**config.mk**
```make
export PLATFORM = sky130hd
export DESIGN_NAME = ocp_unit
export DESIGN_NICKNAME = d
export VERILOG_FILES = /design/src/ocp_pkg.sv /design/src/ocp_unit.sv /design/src/ocp_tick_sel.sv
export SDC_FILE = /design/constraint.sdc
export NUM_CORES = 1
export LEC_CHECK = 0
export ABC_AREA = 1
export BUFFER_PORTS_ARGS = -buffer_cell sky130_fd_sc_hd__buf_2
export CAP_MARGIN = 10
export CELL_PAD_IN_SITES_DETAIL_PLACEMENT = 2
export CELL_PAD_IN_SITES_GLOBAL_PLACEMENT = 2
export CORE_ASPECT_RATIO = 0.8
export CORE_MARGIN = 10
export CORE_UTILIZATION = 35
export DETAILED_ROUTE_END_ITERATION = 8
export GPL_TIMING_DRIVEN = 0
export PLACE_DENSITY = 0.89
export SLEW_MARGIN = 10
export SYNTH_ARGS = -nofsm -noshare
export SYNTH_HDL_FRONTEND = slang
export SYNTH_SLANG_ARGS = --single-unit
```
**constraint.sdc**
```tcl
create_clock -name clock_i -period 5.4 [get_ports clock_i]
set_input_delay 0.27 -clock clock_i [delete_from_list [all_inputs] [get_ports clock_i]]
set_output_delay 0.27 -clock clock_i [all_outputs]
set_load 0.01 [all_outputs]
```
**src/ocp_pkg.sv**
```systemverilog
// Purpose: shared constants for the output compare / pwm unit
// Assumes: 16-bit registers on a plain strobe port
// Notes:   offsets are word indices on a 3-bit address
`default_nettype none
package ocp_pkg;
  localparam int DW = 16;
  localparam int AW = 3;
  localparam int NUM_TIMERS = 5;
  localparam int SRC_NUM = 30;

  localparam logic [AW-1:0] ADDR_CTRL1     = 3'h0;
  localparam logic [AW-1:0] ADDR_CTRL2     = 3'h1;
  localparam logic [AW-1:0] ADDR_PRIMARY   = 3'h2;
  localparam logic [AW-1:0] ADDR_SECONDARY = 3'h3;
  localparam logic [AW-1:0] ADDR_PERIOD    = 3'h4;
  localparam logic [AW-1:0] ADDR_COUNTER   = 3'h5;
  localparam logic [AW-1:0] ADDR_STATUS    = 3'h6;

  // compare_control_1 fields
  localparam int MODE_LSB = 0;
  localparam int TCM_BIT  = 3;
  localparam int FLT_LSB  = 7;
  localparam int TBS_LSB  = 10;
  // compare_control_2 fields
  localparam int SYNC_LSB  = 0;
  localparam int TRIS_BIT  = 5;
  localparam int TSTAT_BIT = 6;
  localparam int TRIG_BIT  = 7;
  localparam int CASC_BIT  = 8;
  // status fields
  localparam int IRQ_BIT = 0;
  localparam int OUT_BIT = 1;

  localparam logic [DW-1:0] CTRL1_RST   = 16'h0000;
  localparam logic [DW-1:0] CTRL2_RST   = 16'h0000;
  localparam logic [DW-1:0] CTRL1_WMASK = 16'h1F8F;
  localparam logic [DW-1:0] CTRL2_WMASK = 16'h01BF;
  localparam logic [DW-1:0] CNT_MAX     = 16'hFFFF;
  localparam logic [DW-1:0] CNT_ZERO    = 16'h0000;

  localparam logic [4:0] SYNC_OFF  = 5'h00;
  localparam logic [4:0] SYNC_SELF = 5'h1F;
  localparam logic [4:0] SYNC_ONE  = 5'h01;

  localparam logic [2:0] TBS_PERIPH = 3'h7;

  typedef enum logic [2:0] {
    MODE_OFF        = 3'b000,
    MODE_SINGLE     = 3'b001,
    MODE_DOUBLE     = 3'b010,
    MODE_TOGGLE     = 3'b011,
    MODE_EDGE_PWM   = 3'b110,
    MODE_CENTER_PWM = 3'b111
  } ocp_mode_t;
endpackage : ocp_pkg
`default_nettype wire

```
**src/ocp_unit.sv**
```systemverilog
// Purpose: output compare and pwm unit with its own 16-bit counter
// Assumes: sync sources, timer ticks and carry come from clock_i logic
// Notes:   fault inputs only store their enables here
`timescale 1ns/1ps
`default_nettype none
module ocp_unit #(
  parameter bit EVEN_UNIT = 1'b0
) (
  input  wire logic                          clock_i,
  input  wire logic                          nrst_i,
  input  wire logic [ocp_pkg::AW-1:0]        addr_i,
  input  wire logic [ocp_pkg::DW-1:0]        wdata_i,
  input  wire logic                          wr_i,
  input  wire logic                          rd_i,
  output logic      [ocp_pkg::DW-1:0]        rdata_o,
  input  wire logic [ocp_pkg::NUM_TIMERS-1:0] timer_tick_i,
  input  wire logic [ocp_pkg::SRC_NUM-1:0]   sync_src_i,
  input  wire logic                          partner_cascade_i,
  input  wire logic                          carry_i,
  output logic                               carry_o,
  output logic                               cascade_o,
  output logic                               compare_output_o,
  output logic                               compare_output_oe_o,
  output logic                               compare_irq_flag_o,
  output logic                               sync_out_o
);
  import ocp_pkg::*;

  logic [1:0]    rst_sync_ff;
  logic          rst_n;
  logic [DW-1:0] ctrl1_ff;
  logic [DW-1:0] ctrl2_ff;
  logic [DW-1:0] primary_ff;
  logic [DW-1:0] secondary_ff;
  logic [DW-1:0] period_ff;
  logic [DW-1:0] pri_buf_ff;
  logic [DW-1:0] sec_buf_ff;
  logic [DW-1:0] counter_ff;
  logic          tstat_ff;
  logic          shot_done_ff;
  logic          out_ff;
  logic          irq_ff;
  logic          carry_ff;
  logic          sync_out_ff;
  logic          oe_ff;
  logic          casc_ff;
  logic [DW-1:0] rdata_ff;

  ocp_mode_t     mode;
  logic          is_pwm;
  logic [4:0]    sync_sel;
  logic          trig_mode;
  logic          sync_mode;
  logic          tick;
  logic          cascade_active;
  logic          step_src;
  logic          hold;
  logic          running;
  logic          step;
  logic [DW-1:0] pri_cmp;
  logic [DW-1:0] sec_cmp;
  logic          pri_match;
  logic          sec_match;
  logic          period_end;
  logic [SRC_NUM:0] src_vec;
  logic          src_evt;
  logic          sync_clr;
  logic          irq_evt;
  logic          wr_ctrl1;
  logic          wr_ctrl2;
  logic [DW-1:0] nxt_rdata;

  // reset release is synchronised, assertion stays asynchronous
  always_ff @(posedge clock_i or negedge nrst_i)
  begin
    if (!nrst_i)
      rst_sync_ff <= 2'b00;
    else
      rst_sync_ff <= {rst_sync_ff[0], 1'b1};
  end
  assign rst_n = rst_sync_ff[1];

  assign wr_ctrl1 = wr_i && (addr_i == ADDR_CTRL1);
  assign wr_ctrl2 = wr_i && (addr_i == ADDR_CTRL2);

  assign mode      = ocp_mode_t'(ctrl1_ff[MODE_LSB +: 3]);
  assign is_pwm    = (mode == MODE_EDGE_PWM) || (mode == MODE_CENTER_PWM);
  assign sync_sel  = ctrl2_ff[SYNC_LSB +: 5];
  assign trig_mode = (sync_sel != SYNC_OFF) && ctrl2_ff[TRIG_BIT];
  assign sync_mode = (sync_sel != SYNC_OFF) && !ctrl2_ff[TRIG_BIT];

  ocp_tick_sel u_tick (
    .tbs_i        (ctrl1_ff[TBS_LSB +: 3]),
    .timer_tick_i (timer_tick_i),
    .tick_o       (tick)
  );

  // even half counts odd half wraps instead of time base ticks
  assign cascade_active = ctrl2_ff[CASC_BIT] && partner_cascade_i;
  assign step_src = (EVEN_UNIT && cascade_active) ? carry_i : tick;

  assign hold    = trig_mode && !tstat_ff;
  assign running = (mode != MODE_OFF) && !hold;
  assign step    = running && step_src;

  assign pri_cmp    = is_pwm ? pri_buf_ff : primary_ff;
  assign sec_cmp    = is_pwm ? sec_buf_ff : secondary_ff;
  assign pri_match  = step && (counter_ff == pri_cmp);
  assign sec_match  = step && (counter_ff == sec_cmp);
  assign period_end = step && (counter_ff == period_ff);

  // source 31 is this unit's own secondary match, used for pwm period
  assign src_vec  = {sec_match, sync_src_i};
  assign src_evt  = (sync_sel != SYNC_OFF) && src_vec[sync_sel - SYNC_ONE];
  assign sync_clr = sync_mode && running && src_evt;

  always_ff @(posedge clock_i or negedge rst_n)
  begin
    if (!rst_n)
      counter_ff <= CNT_ZERO;
    else if ((mode == MODE_OFF) || hold)
      counter_ff <= CNT_ZERO;
    else if (sync_clr)
      counter_ff <= CNT_ZERO;
    else if (step)
      counter_ff <= counter_ff + 16'h0001;
  end

  always_ff @(posedge clock_i or negedge rst_n)
  begin
    if (!rst_n)
      carry_ff <= 1'b0;
    else
      carry_ff <= !EVEN_UNIT && step && !sync_clr
                  && (counter_ff == CNT_MAX);
  end

  // hardware set beats a software clear in the same cycle
  always_ff @(posedge clock_i or negedge rst_n)
  begin
    if (!rst_n)
      tstat_ff <= 1'b0;
    else if (trig_mode && src_evt)
      tstat_ff <= 1'b1;
    else if (wr_ctrl2)
      tstat_ff <= wdata_i[TSTAT_BIT];
    else if (ctrl1_ff[TCM_BIT] && sec_match)
      tstat_ff <= 1'b0;
  end

  always_ff @(posedge clock_i or negedge rst_n)
  begin
    if (!rst_n)
    begin
      ctrl1_ff     <= CTRL1_RST;
      ctrl2_ff     <= CTRL2_RST;
      primary_ff   <= CNT_ZERO;
      secondary_ff <= CNT_ZERO;
      period_ff    <= CNT_ZERO;
    end
    else if (wr_i)
    begin
      case (addr_i)
        ADDR_CTRL1:     ctrl1_ff     <= wdata_i & CTRL1_WMASK;
        ADDR_CTRL2:     ctrl2_ff     <= wdata_i & CTRL2_WMASK;
        ADDR_PRIMARY:   primary_ff   <= wdata_i;
        ADDR_SECONDARY: secondary_ff <= wdata_i;
        ADDR_PERIOD:    period_ff    <= wdata_i;
        default:        ctrl1_ff     <= ctrl1_ff;
      endcase
    end
  end

  // pwm duty only changes at a period boundary, avoiding glitches
  always_ff @(posedge clock_i or negedge rst_n)
  begin
    if (!rst_n)
    begin
      pri_buf_ff <= CNT_ZERO;
      sec_buf_ff <= CNT_ZERO;
    end
    else if (!is_pwm || period_end)
    begin
      pri_buf_ff <= primary_ff;
      sec_buf_ff <= secondary_ff;
    end
  end

  always_ff @(posedge clock_i or negedge rst_n)
  begin
    if (!rst_n)
      shot_done_ff <= 1'b0;
    else if (wr_ctrl1)
      shot_done_ff <= 1'b0;
    else if ((mode == MODE_SINGLE) && pri_match)
      shot_done_ff <= 1'b1;
    else if ((mode == MODE_DOUBLE) && sec_match && out_ff)
      shot_done_ff <= 1'b1;
  end

  // default level is low; a control rewrite returns it there
  always_ff @(posedge clock_i or negedge rst_n)
  begin
    if (!rst_n)
      out_ff <= 1'b0;
    else if (wr_ctrl1)
      out_ff <= 1'b0;
    else
    begin
      case (mode)
        MODE_OFF:
          out_ff <= 1'b0;
        MODE_SINGLE:
          if (pri_match && !shot_done_ff)
            out_ff <= 1'b1;
        MODE_DOUBLE:
          if (sec_match && out_ff)
            out_ff <= 1'b0;
          else if (pri_match && !shot_done_ff)
            out_ff <= 1'b1;
        MODE_TOGGLE:
          if (pri_match)
            out_ff <= !out_ff;
        MODE_EDGE_PWM:
          if (sec_buf_ff > period_ff)
            out_ff <= 1'b1;
          else if (period_end)
            out_ff <= (primary_ff != CNT_ZERO);
          else if (pri_match)
            out_ff <= 1'b0;
        MODE_CENTER_PWM:
          if (sec_buf_ff > period_ff)
            out_ff <= 1'b1;
          else if (sec_match)
            out_ff <= 1'b0;
          else if (pri_match)
            out_ff <= 1'b1;
        default:
          out_ff <= 1'b0;
      endcase
    end
  end

  always_comb
  begin
    case (mode)
      MODE_SINGLE: irq_evt = pri_match && !shot_done_ff;
      MODE_TOGGLE: irq_evt = pri_match;
      MODE_DOUBLE: irq_evt = sec_match && out_ff;
      MODE_EDGE_PWM, MODE_CENTER_PWM: irq_evt = sec_match;
      default:     irq_evt = 1'b0;
    endcase
  end

  // set wins over the write-one clear
  always_ff @(posedge clock_i or negedge rst_n)
  begin
    if (!rst_n)
      irq_ff <= 1'b0;
    else if (irq_evt)
      irq_ff <= 1'b1;
    else if (wr_i && (addr_i == ADDR_STATUS) && wdata_i[IRQ_BIT])
      irq_ff <= 1'b0;
  end

  always_ff @(posedge clock_i or negedge rst_n)
  begin
    if (!rst_n)
    begin
      sync_out_ff <= 1'b0;
      oe_ff       <= 1'b0;
      casc_ff     <= 1'b0;
    end
    else
    begin
      sync_out_ff <= sec_match;
      oe_ff       <= !ctrl2_ff[TRIS_BIT];
      casc_ff     <= ctrl2_ff[CASC_BIT];
    end
  end

  always_comb
  begin
    nxt_rdata = CNT_ZERO;
    case (addr_i)
      ADDR_CTRL1:     nxt_rdata = ctrl1_ff;
      ADDR_CTRL2:
      begin
        nxt_rdata = ctrl2_ff;
        nxt_rdata[TSTAT_BIT] = tstat_ff;
      end
      ADDR_PRIMARY:   nxt_rdata = primary_ff;
      ADDR_SECONDARY: nxt_rdata = secondary_ff;
      ADDR_PERIOD:    nxt_rdata = period_ff;
      ADDR_COUNTER:   nxt_rdata = counter_ff;
      ADDR_STATUS:
      begin
        nxt_rdata[IRQ_BIT] = irq_ff;
        nxt_rdata[OUT_BIT] = out_ff;
      end
      default:        nxt_rdata = CNT_ZERO;
    endcase
  end

  always_ff @(posedge clock_i or negedge rst_n)
  begin
    if (!rst_n)
      rdata_ff <= CNT_ZERO;
    else
      rdata_ff <= rd_i ? nxt_rdata : CNT_ZERO;
  end

  assign rdata_o             = rdata_ff;
  assign carry_o             = carry_ff;
  assign cascade_o           = casc_ff;
  assign compare_output_o    = out_ff;
  assign compare_output_oe_o = oe_ff;
  assign compare_irq_flag_o  = irq_ff;
  assign sync_out_o          = sync_out_ff;
endmodule : ocp_unit
`default_nettype wire

```
**src/ocp_tick_sel.sv**
```systemverilog
// Purpose: picks the count enable from the time base select field
// Assumes: timer prescaler ticks are one-cycle pulses on clock_i
// Notes:   reserved selections give no ticks, so the counter stands
`timescale 1ns/1ps
`default_nettype none
module ocp_tick_sel (
  input  wire logic [2:0]                    tbs_i,
  input  wire logic [ocp_pkg::NUM_TIMERS-1:0] timer_tick_i,
  output logic                               tick_o
);
  import ocp_pkg::*;

  logic [NUM_TIMERS-1:0] hit;

  genvar g;
  generate
    for (g = 0; g < NUM_TIMERS; g++)
    begin : g_sel
      assign hit[g] = timer_tick_i[g] && (tbs_i == 3'(g));
    end
  endgenerate

  // peripheral clock selection counts on every cycle
  assign tick_o = (tbs_i == TBS_PERIPH) || (|hit);
endmodule : ocp_tick_sel
`default_nettype wire

```
Yosys cells after proc, flatten, opt, wreduce, memory -nomap -nowiden
Index checks and enable logic that the tools add are counted.

storage, ports and cells
  register bits after elaboration = 140
  input port bits = 60
  output and inout port bits = 22
  logic and storage cells = 134

operators by class
  $add $sub $neg = 2
  magnitude comparators = 2
  equal/unequal tests = 23
  multiplexer cells = 30
  reduce and logical (&&, ||, !) cells = 59

operators by type and width
  cell                                                                          number
  16-bit 2-to-1 mux                                                             6
  14-bit one-hot mux with 6 select lines                                        1
  16-bit == test                                                                3
  1-bit logical AND                                                             29
  3-bit == test, second input constant                                          7
  1-bit 2-to-1 mux                                                              19
  3-bit by 2-bit == test with 1-bit output, second input constant               6
  16-bit by 1-bit adder with 16-bit output, second input constant               1
  16-bit == test, second input constant                                         1
  16-bit > comparator                                                           1
  16-bit nonzero test                                                           1
  2-bit one-hot mux with 7 select lines                                         1
  3-bit nonzero test                                                            4
  5-bit by 4-bit inequality test with 1-bit output, second input constant       2
  2-bit AND reduction                                                           5
  3-bit by 1-bit == test with 1-bit output, second input constant               3
  3-bit logical NOT                                                             3
  1-bit logical NOT                                                             8
  5-bit by 6-bit less-than comparator with 1-bit output, second input constant  1
  1-bit binary-select mux with 5-bit select                                     1
  1-bit one-hot mux with 5 select lines                                         1
  5-bit nonzero test                                                            1
  5-bit OR reduction                                                            1
  5-bit by 1-bit subtractor with 5-bit output, second input constant            1
  other kinds (6)                                                               9

Logic depth before layout (Yosys ltp)
Gate-level depths: netlist (run 1).

  word-level depth = 14
  gate-level depth with buffers = 21
  mapped depth without buffers = 20

Cells and area by module
A second synthesis (run 1) with hierarchy kept.

unflattened totals
  cell total of the unflattened synthesis = 1074
  area total of the unflattened synthesis = 8097.8 um^2

modules (own cells, without submodules)
  module        times used  cells each  area an instance (um^2)  sequential area each (um^2)
  ocp_unit      1           1057        8030.2                   3503.4
  ocp_tick_sel  1           17          67.6                     0.0

Worst setup path before layout (run 1)
No wires, ideal clock.

  kind = register to register
  from = register ctrl2_ff[0]
  to = register counter_ff[10]
  library setup time = 0.118 ns
  arrival = 2.655 ns
  required time = 5.282 ns
  path slack = 2.627 ns
  cell stages (with the launch flop) = 16
  buffers on the path = 4
  cell sequence = dfrtp_1 -> buf_2 -> clkinv_1 -> buf_2 -> ha_1 -> buf_2 -> clkinv_1 -> nand2_1 -> a21oi_1 -> o311ai_0 -> a21oi_1 -> a31oi_1 -> nand3_4 -> buf_6 -> nand3_1 -> nand2_1

on the way
  word-level cells in the longest chain between the ends = 13
  elaborated cells between the ends (all ways) = 18
  classes of those cells = add/sub: 1; mux: 4; reduce/logical: 13

ends and longest elaborated chain
  element                                    line                                             text
  start, declared                            ocp_unit.sv:32                                   logic [DW-1:0] ctrl2_ff;
  start signal, assigned                     ocp_unit.sv:165                                  ADDR_CTRL2: ctrl2_ff <= wdata_i & CTRL2_WMASK;
  5-bit nonzero test                         ocp_unit.sv:89, ocp_unit.sv:90, ocp_unit.sv:114
  1-bit logical AND                          ocp_unit.sv:89                                   assign trig_mode = (sync_sel != SYNC_OFF) && ctrl2_ff[TRIG_BIT];
  1-bit logical AND                          ocp_unit.sv:102                                  assign hold = trig_mode && !tstat_ff;
  1-bit logical NOT                          ocp_unit.sv:103                                  assign running = (mode != MODE_OFF) && !hold;
  1-bit logical AND                          ocp_unit.sv:103
  1-bit logical AND                          ocp_unit.sv:104                                  assign step = running && step_src;
  1-bit logical AND                          ocp_unit.sv:109                                  assign sec_match = step && (counter_ff == sec_cmp);
  1-bit binary-select mux with 5-bit select  ocp_unit.sv:114                                  assign src_evt = (sync_sel != SYNC_OFF) && src_vec[sync_sel - SYNC_ONE];
  1-bit 2-to-1 mux (implied by the code)     ocp_unit.sv:114
  1-bit logical AND                          ocp_unit.sv:114
  1-bit logical AND                          ocp_unit.sv:115                                  assign sync_clr = sync_mode && running && src_evt;
  16-bit 2-to-1 mux                          ocp_unit.sv:123                                  else if (sync_clr)
  16-bit 2-to-1 mux                          ocp_unit.sv:121                                  else if ((mode == MODE_OFF) || hold)
  end signal, assigned                       ocp_unit.sv:126                                  counter_ff <= counter_ff + 16'h0001;
  end, declared                              ocp_unit.sv:38                                   logic [DW-1:0] counter_ff;

Parallel ways exist; a longest one is shown, timed or not. The select of a mux whose other input is x is not followed.
A chain may end at the register's enable or synchronous reset.

Worst setup path after layout (run 1)
  from = register ctrl2_ff[0]
  to = register pri_buf_ff[1]

on the way
  word-level cells in the longest chain between the ends = 8

ends and longest elaborated chain
  element               line             text
  5-bit nonzero test    ocp_unit.sv:89
  1-bit logical AND     ocp_unit.sv:89
  1-bit logical AND     ocp_unit.sv:102
  1-bit logical NOT     ocp_unit.sv:103
  1-bit logical AND     ocp_unit.sv:103
  1-bit logical AND     ocp_unit.sv:104
  1-bit logical AND     ocp_unit.sv:110  assign period_end = step && (counter_ff == period_ff);
  1-bit logical OR      ocp_unit.sv:182  else if (!is_pwm || period_end)
  end signal, assigned  ocp_unit.sv:184  pri_buf_ff <= primary_ff;
  end, declared         ocp_unit.sv:36   logic [DW-1:0] pri_buf_ff;

Every way passes these cells.

==> results of run 1 <==
-- cells by family (layout without fill, tap and decap cells) --
kind of cell / after synthesis / count (layout)
and+or+nand+nor: 496 / 496
AOI/OAI and AO/OA: 209 / 209
buffers and inverters: 188 / 301
DFF: 140 / 140
xor gates and xnor gates: 37 / 37
adders and majority gates: 19 / 19
muxes: 3 / 3
other: 1 / 1
-- worst paths after layout --
| path | from | depth (start not counted) | endpoint |
|---|---|---|---|
| max in group asynchronous | rst_sync_ff[1] | 1 | counter_ff[4] |
| worst min-delay path | wdata_i[5] | 3 | ctrl2_ff[5] |
| worst min register to register | rst_sync_ff[0] | 0 | rst_sync_ff[1] |
| worst max-delay path | ctrl2_ff[0] | 13 | pri_buf_ff[1] |
| min in group asynchronous | nrst_i | 2 | rst_sync_ff[1] |
| worst max register to register | ctrl2_ff[0] | 13 | pri_buf_ff[1] |
-- layout by cell type, fill, tap and decap left out, drive strengths merged, types with 2 or more instances in the layout --
cell and n:
nor3 12, nand3b 4, a22oi 4, dfrtp 140, nand2 300, o21ai 118, clkinv 8, nor4 5
or2 3, clkbuf 48, xnor2 7, buf 101, inv 140, clkinvlp 2, o211ai 2, xor2 30
o221ai 2, o311ai 3, nand3 89, a31oi 8, a221oi 16, mux2 3, nand4 18, o22ai 18
nor3b 4, ha 19, nor2 60, a21oi 34
-- routing by layer --
layer | up-vias | track usage | wire length (um)
li1 | 3790 | - | -
met1 | 4556 | 0.330 | 16400
met2 | 326 | 0.423 | 18500
met3 | 80 | 0.0526 | 2670
met4 | 0 | 0.0884 | 956
met5 | - | 0 | 0
-- worst max-delay path, stage by stage, from the launching register on --
cell      delay [ns]
dfrtp_1         0.36
buf_2           0.19
clkinv_1        0.19
buf_2           0.31
ha_1            0.22
nand3_1         0.12
nand3_1         0.10
nand2_1         0.39
nor3_2          0.73
nand3_1         0.43
nand2_1         0.38
clkbuf_1        0.59
nand2_1         0.14
o21ai_0         0.19
-- sequential cells by signal (all words and copies together) (netlist names) --
signal	cells
counter_ff	16
period_ff	16
tstat_ff	1
ctrl2_ff	8
primary_ff	16
compare_irq_flag_o	1
sec_buf_ff	16
cascade_o	1
secondary_ff	16
sync_out_o	1
compare_output_o	1
shot_done_ff	1
carry_o	1
rst_sync_ff	2
compare_output_oe_o	1
rdata_o	16
pri_buf_ff	16
ctrl1_ff	10
-- stage by stage --
stage	cells	setup slack (ns)
after floorplan	1093	1.21
after global placement	1484	-0.795
after detailed placement	1486	1.32
after CTS	1518	1.07
after global routing	1518	0.852
final	1518	0.919
-- layout make-up --
class | count | area (um^2)
Fill cell | 2715 | 13600
Multi-Input combinational cell | 765 | 3910
Sequential cell | 140 | 3510
Inverter | 138 | 518
Timing Repair Buffer | 82 | 460
Clock buffer | 18 | 439
Tap cell | 312 | 390
Buffer | 50 | 279
Clock inverter | 13 | 129
-- power breakdown --
| group | switching, uW | leakage, uW | internal [uW] |
|---|---|---|---|
| sequential | 241 | 0.00180 | 1240 |
| clock | 571 | 0.000275 | 655 |
| combinational | 1020 | 0.00267 | 478 |
==> key figures, run 1 <==
Floorplan
  – Ports: 82
  – DIE AREA: roughly 30000 um^2
  – Core region area: about 23000 um^2
  – Die height: 157 um
  – Die width: 191 um
  – Initial cell density of the core: 0.353
  – Core Rows: 50

Timing
  – Relative slew slack: 0.521
  – RSZ-0062 raised after global routing: no
  – Final hold vios: 0
  – Min Tclk post-route: approximately 4.5 ns
  – WHS: roughly 0.044 ns
  – Endpoints failing setup: 0
  – Slew @ Worst Pin: 0.714 ns
  – Final Cycle Share: 0.830
  – Setup TNS: 0 ns
  – Final Max Slew Viols: 0
  – Worst Skew: between 0.01 and 0.015 ns
  – Highest Clock Rate: 223 MHz

Yosys
  – Mean Syn Cell Area: roughly 7.5 um^2
  – Top post-synthesis cells by area: dfrtp_1 43%, nand2_1 14%, o21ai_0 6.8%, inv_1 6.0%, nand3_1 5.2%
  – Synth Net Count: 1172
  – Synth Register Bits: between 100 and 150
  – Ys async rst share: 1.00
  – Yosys warnings: 0
  – Count leader, synth: nand2_1
  – Largest family of logic cells by synthesized area: simple AND/OR/NAND/NOR gates
  – Synth Area in XOR/XNOR: 0.0395
  – Area share of fa/ha/maj cells after synthesis: 0.0290
  – Main flop type after synthesis: dfrtp_1
  – Yosys top cell by area: dfrtp_1
  – Count of cell types in the netlist: 44
  – Post-synthesis sequential area ratio: 0.427
  – Number of flops mapped to enable cells by yosys: 0
  – Post-Synth Simple-Gate Area: 0.259
  – Multiplexer share of the synthesized area: 0.00411
  – Synth top area share: 0.427
  – Mapped Cells: roughly 1100
  – Compound-Gate Fraction of Synth Area: 0.144
  – Commonest cells post-synth: 298 x nand2_1, 140 x dfrtp_1, 131 x inv_1
  – Mapped Area: 8210 um^2

Clock tree
  – CTS clk-pin slew, worst paths: roughly 0.070 ns
  – Setup bufs post-CTS: 0
  – Resized Gates After CTS: 0
  – CTS Hold Bufs: 1
  – Inserted Clock Buffers: 17
  – Clock Tree Root: clkbuf_16
  – CTS tree: built
  – CTS sink cnt: 140
  – Clk Latency, worst-skew pair: 0.46 ns
  – H-tree levels: 4
  – Bufs on Longest Clock Path: 2

Setup path
  – Worst Path Class, Setup: reg -> reg
  – Worst EP required: around 5.7 ns
  – Startpoint Class: flop
  – Worst R2R Setup Slack: roughly 0.92 ns
  – CP endpoint kind: flop
  – Worst Path Arrival: 4.81 ns
  – Worst-path maximum fanout: 11

Layout
  – N_diodes: 0
  – Share of layout cells above drive strength 1: 0.119
  – Area Growth Syn to Fin: 17.3%
  – Nets: between 1000 and 1500
  – Design Area, Final: 9630 um^2
  – Fin util: 0.414

Global routing
  – First-pass GRT wire length: a little under 60000 um
  – Global Route Usage Sum: 0.257
  – Pin count of the biggest net entering global routing: 53
  – GRT Residual Overflow: 0
  – Initial antenna violation count: 0
  – Vias in the first global route: slightly below 10000

Routing
  – Detail Route Antenna Nets: 0
  – Total wire length: about 39000 um
  – # DRC: 0
  – Starting DRT DRC Count: 814
  – Vias per inst: 5.77
  – Wire per inst: 25.4 um
  – First drt pass iteration count: 5
  – Vias post-DR: about 8800

Min path
  – Hold crit path type: in -> reg

Place
  – Port Buffer Count: approximately 80
  – GP Congestion: between 0.9 and 1
  – DP Area: roughly 9000 um^2
  – Post-DP HPWL: between 20000 and 30000 um

Status
  – Status: completed

Power
  – Power Density: 437 nW/um^2
  – Maximum VDD drop: 0.191 mV
  – Tot Pwr: about 4200 uW
  – Static Leak: approximately 0.0047 uW

Run
  – # Max-Cap Violations: 0
(Power assumes the default switching activity.)
==> inputs of run 2 (changes only) <==
- CORE_UTILIZATION: 35 -> 31
- PLACE_DENSITY: 0.89 -> 0.84
- clock period: 5.4 -> 3.85 ns (I/O delays scaled with it)
==> key figures, run 2 (synthesized netlist as in run 1, its figures left out) <==
Clock tree
  – Inserted Clock Buffers: 17 (unchanged)
  – Clk Latency, worst-skew pair: 0.44 ns (-0.02 ns)
  – CTS sink cnt: 140 (unchanged)
  – Clock Tree Root: clkbuf_16
  – Bufs on Longest Clock Path: 2 (unchanged)
  – H-tree levels: 4 (unchanged)
  – CTS clk-pin slew, worst paths: 0.07 ns (about the same)
  – Setup bufs post-CTS: 0 (unchanged)
  – CTS tree: built

Layout
  – Layout Cells excl Fill: 1571 (+3.5%)
  – Nets: 1279 (+0.47%)
  – Design Area, Final: 9830 um^2 (+2.0%)
  – Commonest cells after routing, fill and taps aside: 297 x nand2_1, 139 x dfrtp_1, 131 x inv_1
  – FILL cells: 3125 (+15%)
  – Leading cell type in the layout, fill and taps excluded: nand2_1
  – Area Growth Syn to Fin: 19.7%
  – Share of layout cells above drive strength 1: 0.126 (+0.00673)

Setup path
  – Worst EP required: 4.15 ns (-1.58 ns)
  – Worst Path Arrival: 3.88 ns (-0.93 ns)
  – Largest stage delay on the critical path: 0.58 ns (-0.15 ns)
  – CP Cell Sequence: buf_2 > clkinvlp_4 > clkbuf_4 > ha_1 > nand3_1 > nand3_1 > nand2_4 > nor3_4 > clkbuf_1 > nand2_1 > nor3_1 > nand4_1 > nor4_1
  – Worst path depth: 13 (unchanged)
  – Reg2reg path depth: 13 (unchanged)
  – CP max-delay cell: clkbuf_1
  – Worst-path maximum fanout: 11 (unchanged)
  – Startpoint Class: flop
  – CP endpoint kind: flop
  – Top delay family on crit path: simple AND/OR/NAND/NOR gates
  – Most used cell, CP: nand3_1
  – Buffers plus inverters on the worst setup path: 4 (unchanged)
  – Worst Path Class, Setup: reg -> reg

Floorplan
  – Die width: 202 um (+5.6%)
  – Core region area: 26200 um^2 (+13%)
  – DIE AREA: 33400 um^2 (+11%)
  – Core Rows: 53 (+6.0%)
  – Ports: 82 (unchanged)
  – Initial cell density of the core: 0.313 (-0.0394)
  – Die height: 166 um (+5.5%)

Min path
  – Hold crit path type: in -> reg
  – Hold Path Depth: 3 (unchanged)

Routing
  – Starting DRT DRC Count: 769 (-5.5%)
  – Vias post-DR: 8388 (-4.2%)
  – # DRC: 0 (unchanged)
  – Detail Route Antenna Nets: 0 (unchanged)
  – Wire per inst: 22.9 um (-9.8%)
  – Total wire length: 36000 um (-6.7%)
  – Vias per inst: 5.34 (-7.4%)
  – First drt pass iteration count: 5 (unchanged)

Global routing
  – Pin count of the biggest net entering global routing: 47 (-11%)
  – Initial antenna violation count: 1 (+1)
  – First-pass GRT wire length: 55700 um (-5.1%)
  – GRT Residual Overflow: 0 (unchanged)
  – Vias in the first global route: 9167 (-5.0%)
  – Global Route Usage Sum: 0.217 (-0.0404)

Power
  – Clock Power Share: 0.301 (+0.010)
  – Power Density: 600 nW/um^2 (+37%)
  – Comb pwr share: 0.351 (-0.006)
  – Maximum VDD drop: 0.239 mV (+25%)
  – Sequential power share: 0.348 (-0.004)
  – Sw Ratio: 0.422 (-0.0144)
  – Cell internal pwr: 3410 uW (+44%)
  – Sw power: 2490 uW (+36%)
  – Static Leak: 0.00479 uW (+1.1%)

Timing
  – Slew @ Worst Pin: 0.753 ns (+0.0395 ns)
  – Final Max Slew Viols: 0 (unchanged)
  – Final hold vios: 0 (unchanged)
  – Final WS setup: 0.267 ns (-0.652 ns)
  – Worst Skew: 0.0121 ns (-0.00188 ns)
  – Min Tclk post-route: 3.58 ns (-0.898 ns)
  – Endpoints failing setup: 0 (unchanged)
  – Relative slew slack: 0.498 (-0.0229)
  – Highest Clock Rate: 279 MHz (+25%)
  – Final Cycle Share: 0.931 (+0.101)

Place
  – Post-DP HPWL: 27400 um (+0.29%)
  – DP Area: 9130 um^2 (+0.76%)
  – Port Buffer Count: 79 (unchanged)
  – Pre-CTS WS: -0.363 ns (-1.68 ns)
  – Placed cells: 1532 (+3.1%)
  – GP Congestion: 0.881 (-2.8%)

Run
  – # Max-Cap Violations: 0 (unchanged)

Status
  – Status: completed
-- run 2: changes by cell type in the layout (fill, tap and decap cells not counted), moves of 2 or more --
cell and delta:
clkinv_1 -2, inv_6 -4, clkinvlp_4 +2, inv_8 +5
buf_12 +2, clkbuf_1 -2, dlygate4sd3_1 +5, clkbuf_2 +3
-- run 2: timing repair --
action                                 4_1_cts  5_1_grt
endpoints found under the hold margin        8        0
gates resized for setup                      5        6
setup endpoints to repair                   52       21
pin swaps                                    1        1
hold buffers                                 6        0
-- run 2: worst min-delay path, stage by stage --
cell and delay [ns]:
buf_2 0.09, nand2_1 0.05, o21ai_0 0.08
-- run 2: path summary, 6_finish.rpt --
path / to / from / slack (ns)
worst max-delay path: sync_out_o / ctrl2_ff[0] / 0.27
worst max register to register: sync_out_o / ctrl2_ff[0] / 0.27
worst min-delay path: ctrl2_ff[4] / wdata_i[4] / 0.02
worst min register to register: ctrl1_ff[11] / rst_sync_ff[1] / 0.24
max in group asynchronous: secondary_ff[1] / rst_sync_ff[1] / 2.75
min in group asynchronous: rst_sync_ff[1] / nrst_i / 0.06
-- run 2: area by class of cell --
| class | instances | area [um^2] | area share |
|---|---|---|---|
| Buffer | 50 | 285 | 0.0290 |
| Tap cell | 357 | 447 | 0.0454 |
| Inverter | 138 | 526 | 0.0535 |
| Clock buffer | 18 | 429 | 0.0437 |
| Sequential cell | 140 | 3510 | 0.357 |
| Clock inverter | 14 | 175 | 0.0178 |
| Antenna cell | 1 | 2.50 | 0.000255 |
| Timing Repair Buffer | 88 | 523 | 0.0532 |
| Multi-Input combinational cell | 765 | 3930 | 0.400 |
-- run 2: per-stage QoR --
step	power [uW]	hold WS [ns]	setup TNS, ns	utilization
2_1_floorplan	3280	-0.103	0	-
3_3_place_gp	3890	-0.0215	-3.88	0.346
3_5_place_dp	4040	-0.0178	-10.70	0.348
4_1_cts	5890	0.00739	0	0.374
5_1_grt	6260	0.0117	-0.00631	0.375
6_report	5900	0.0166	0	0.375
-- run 2: power groups by stage --
| stage | Combinational [uW] | Sequential (uW) | Clock [uW] |
|---|---|---|---|
| 2_1_floorplan | 1320 | 1960 | 0 |
| 3_3_place_gp | 1830 | 2060 | 0 |
| 3_5_place_dp | 1980 | 2060 | 0 |
| 4_1_cts | 2050 | 2040 | 1800 |
| 5_1_grt | 2320 | 2080 | 1850 |
| 6_report | 2070 | 2050 | 1780 |
-- run 2: per-layer routing --
layer	global-route usage	routed length [um]	up-vias
met2	0.362	17100	212
met5	0	0	-
met4	0.0453	428	0
li1	-	-	3810
met3	0.0400	2130	38
met1	0.288	16300	4328
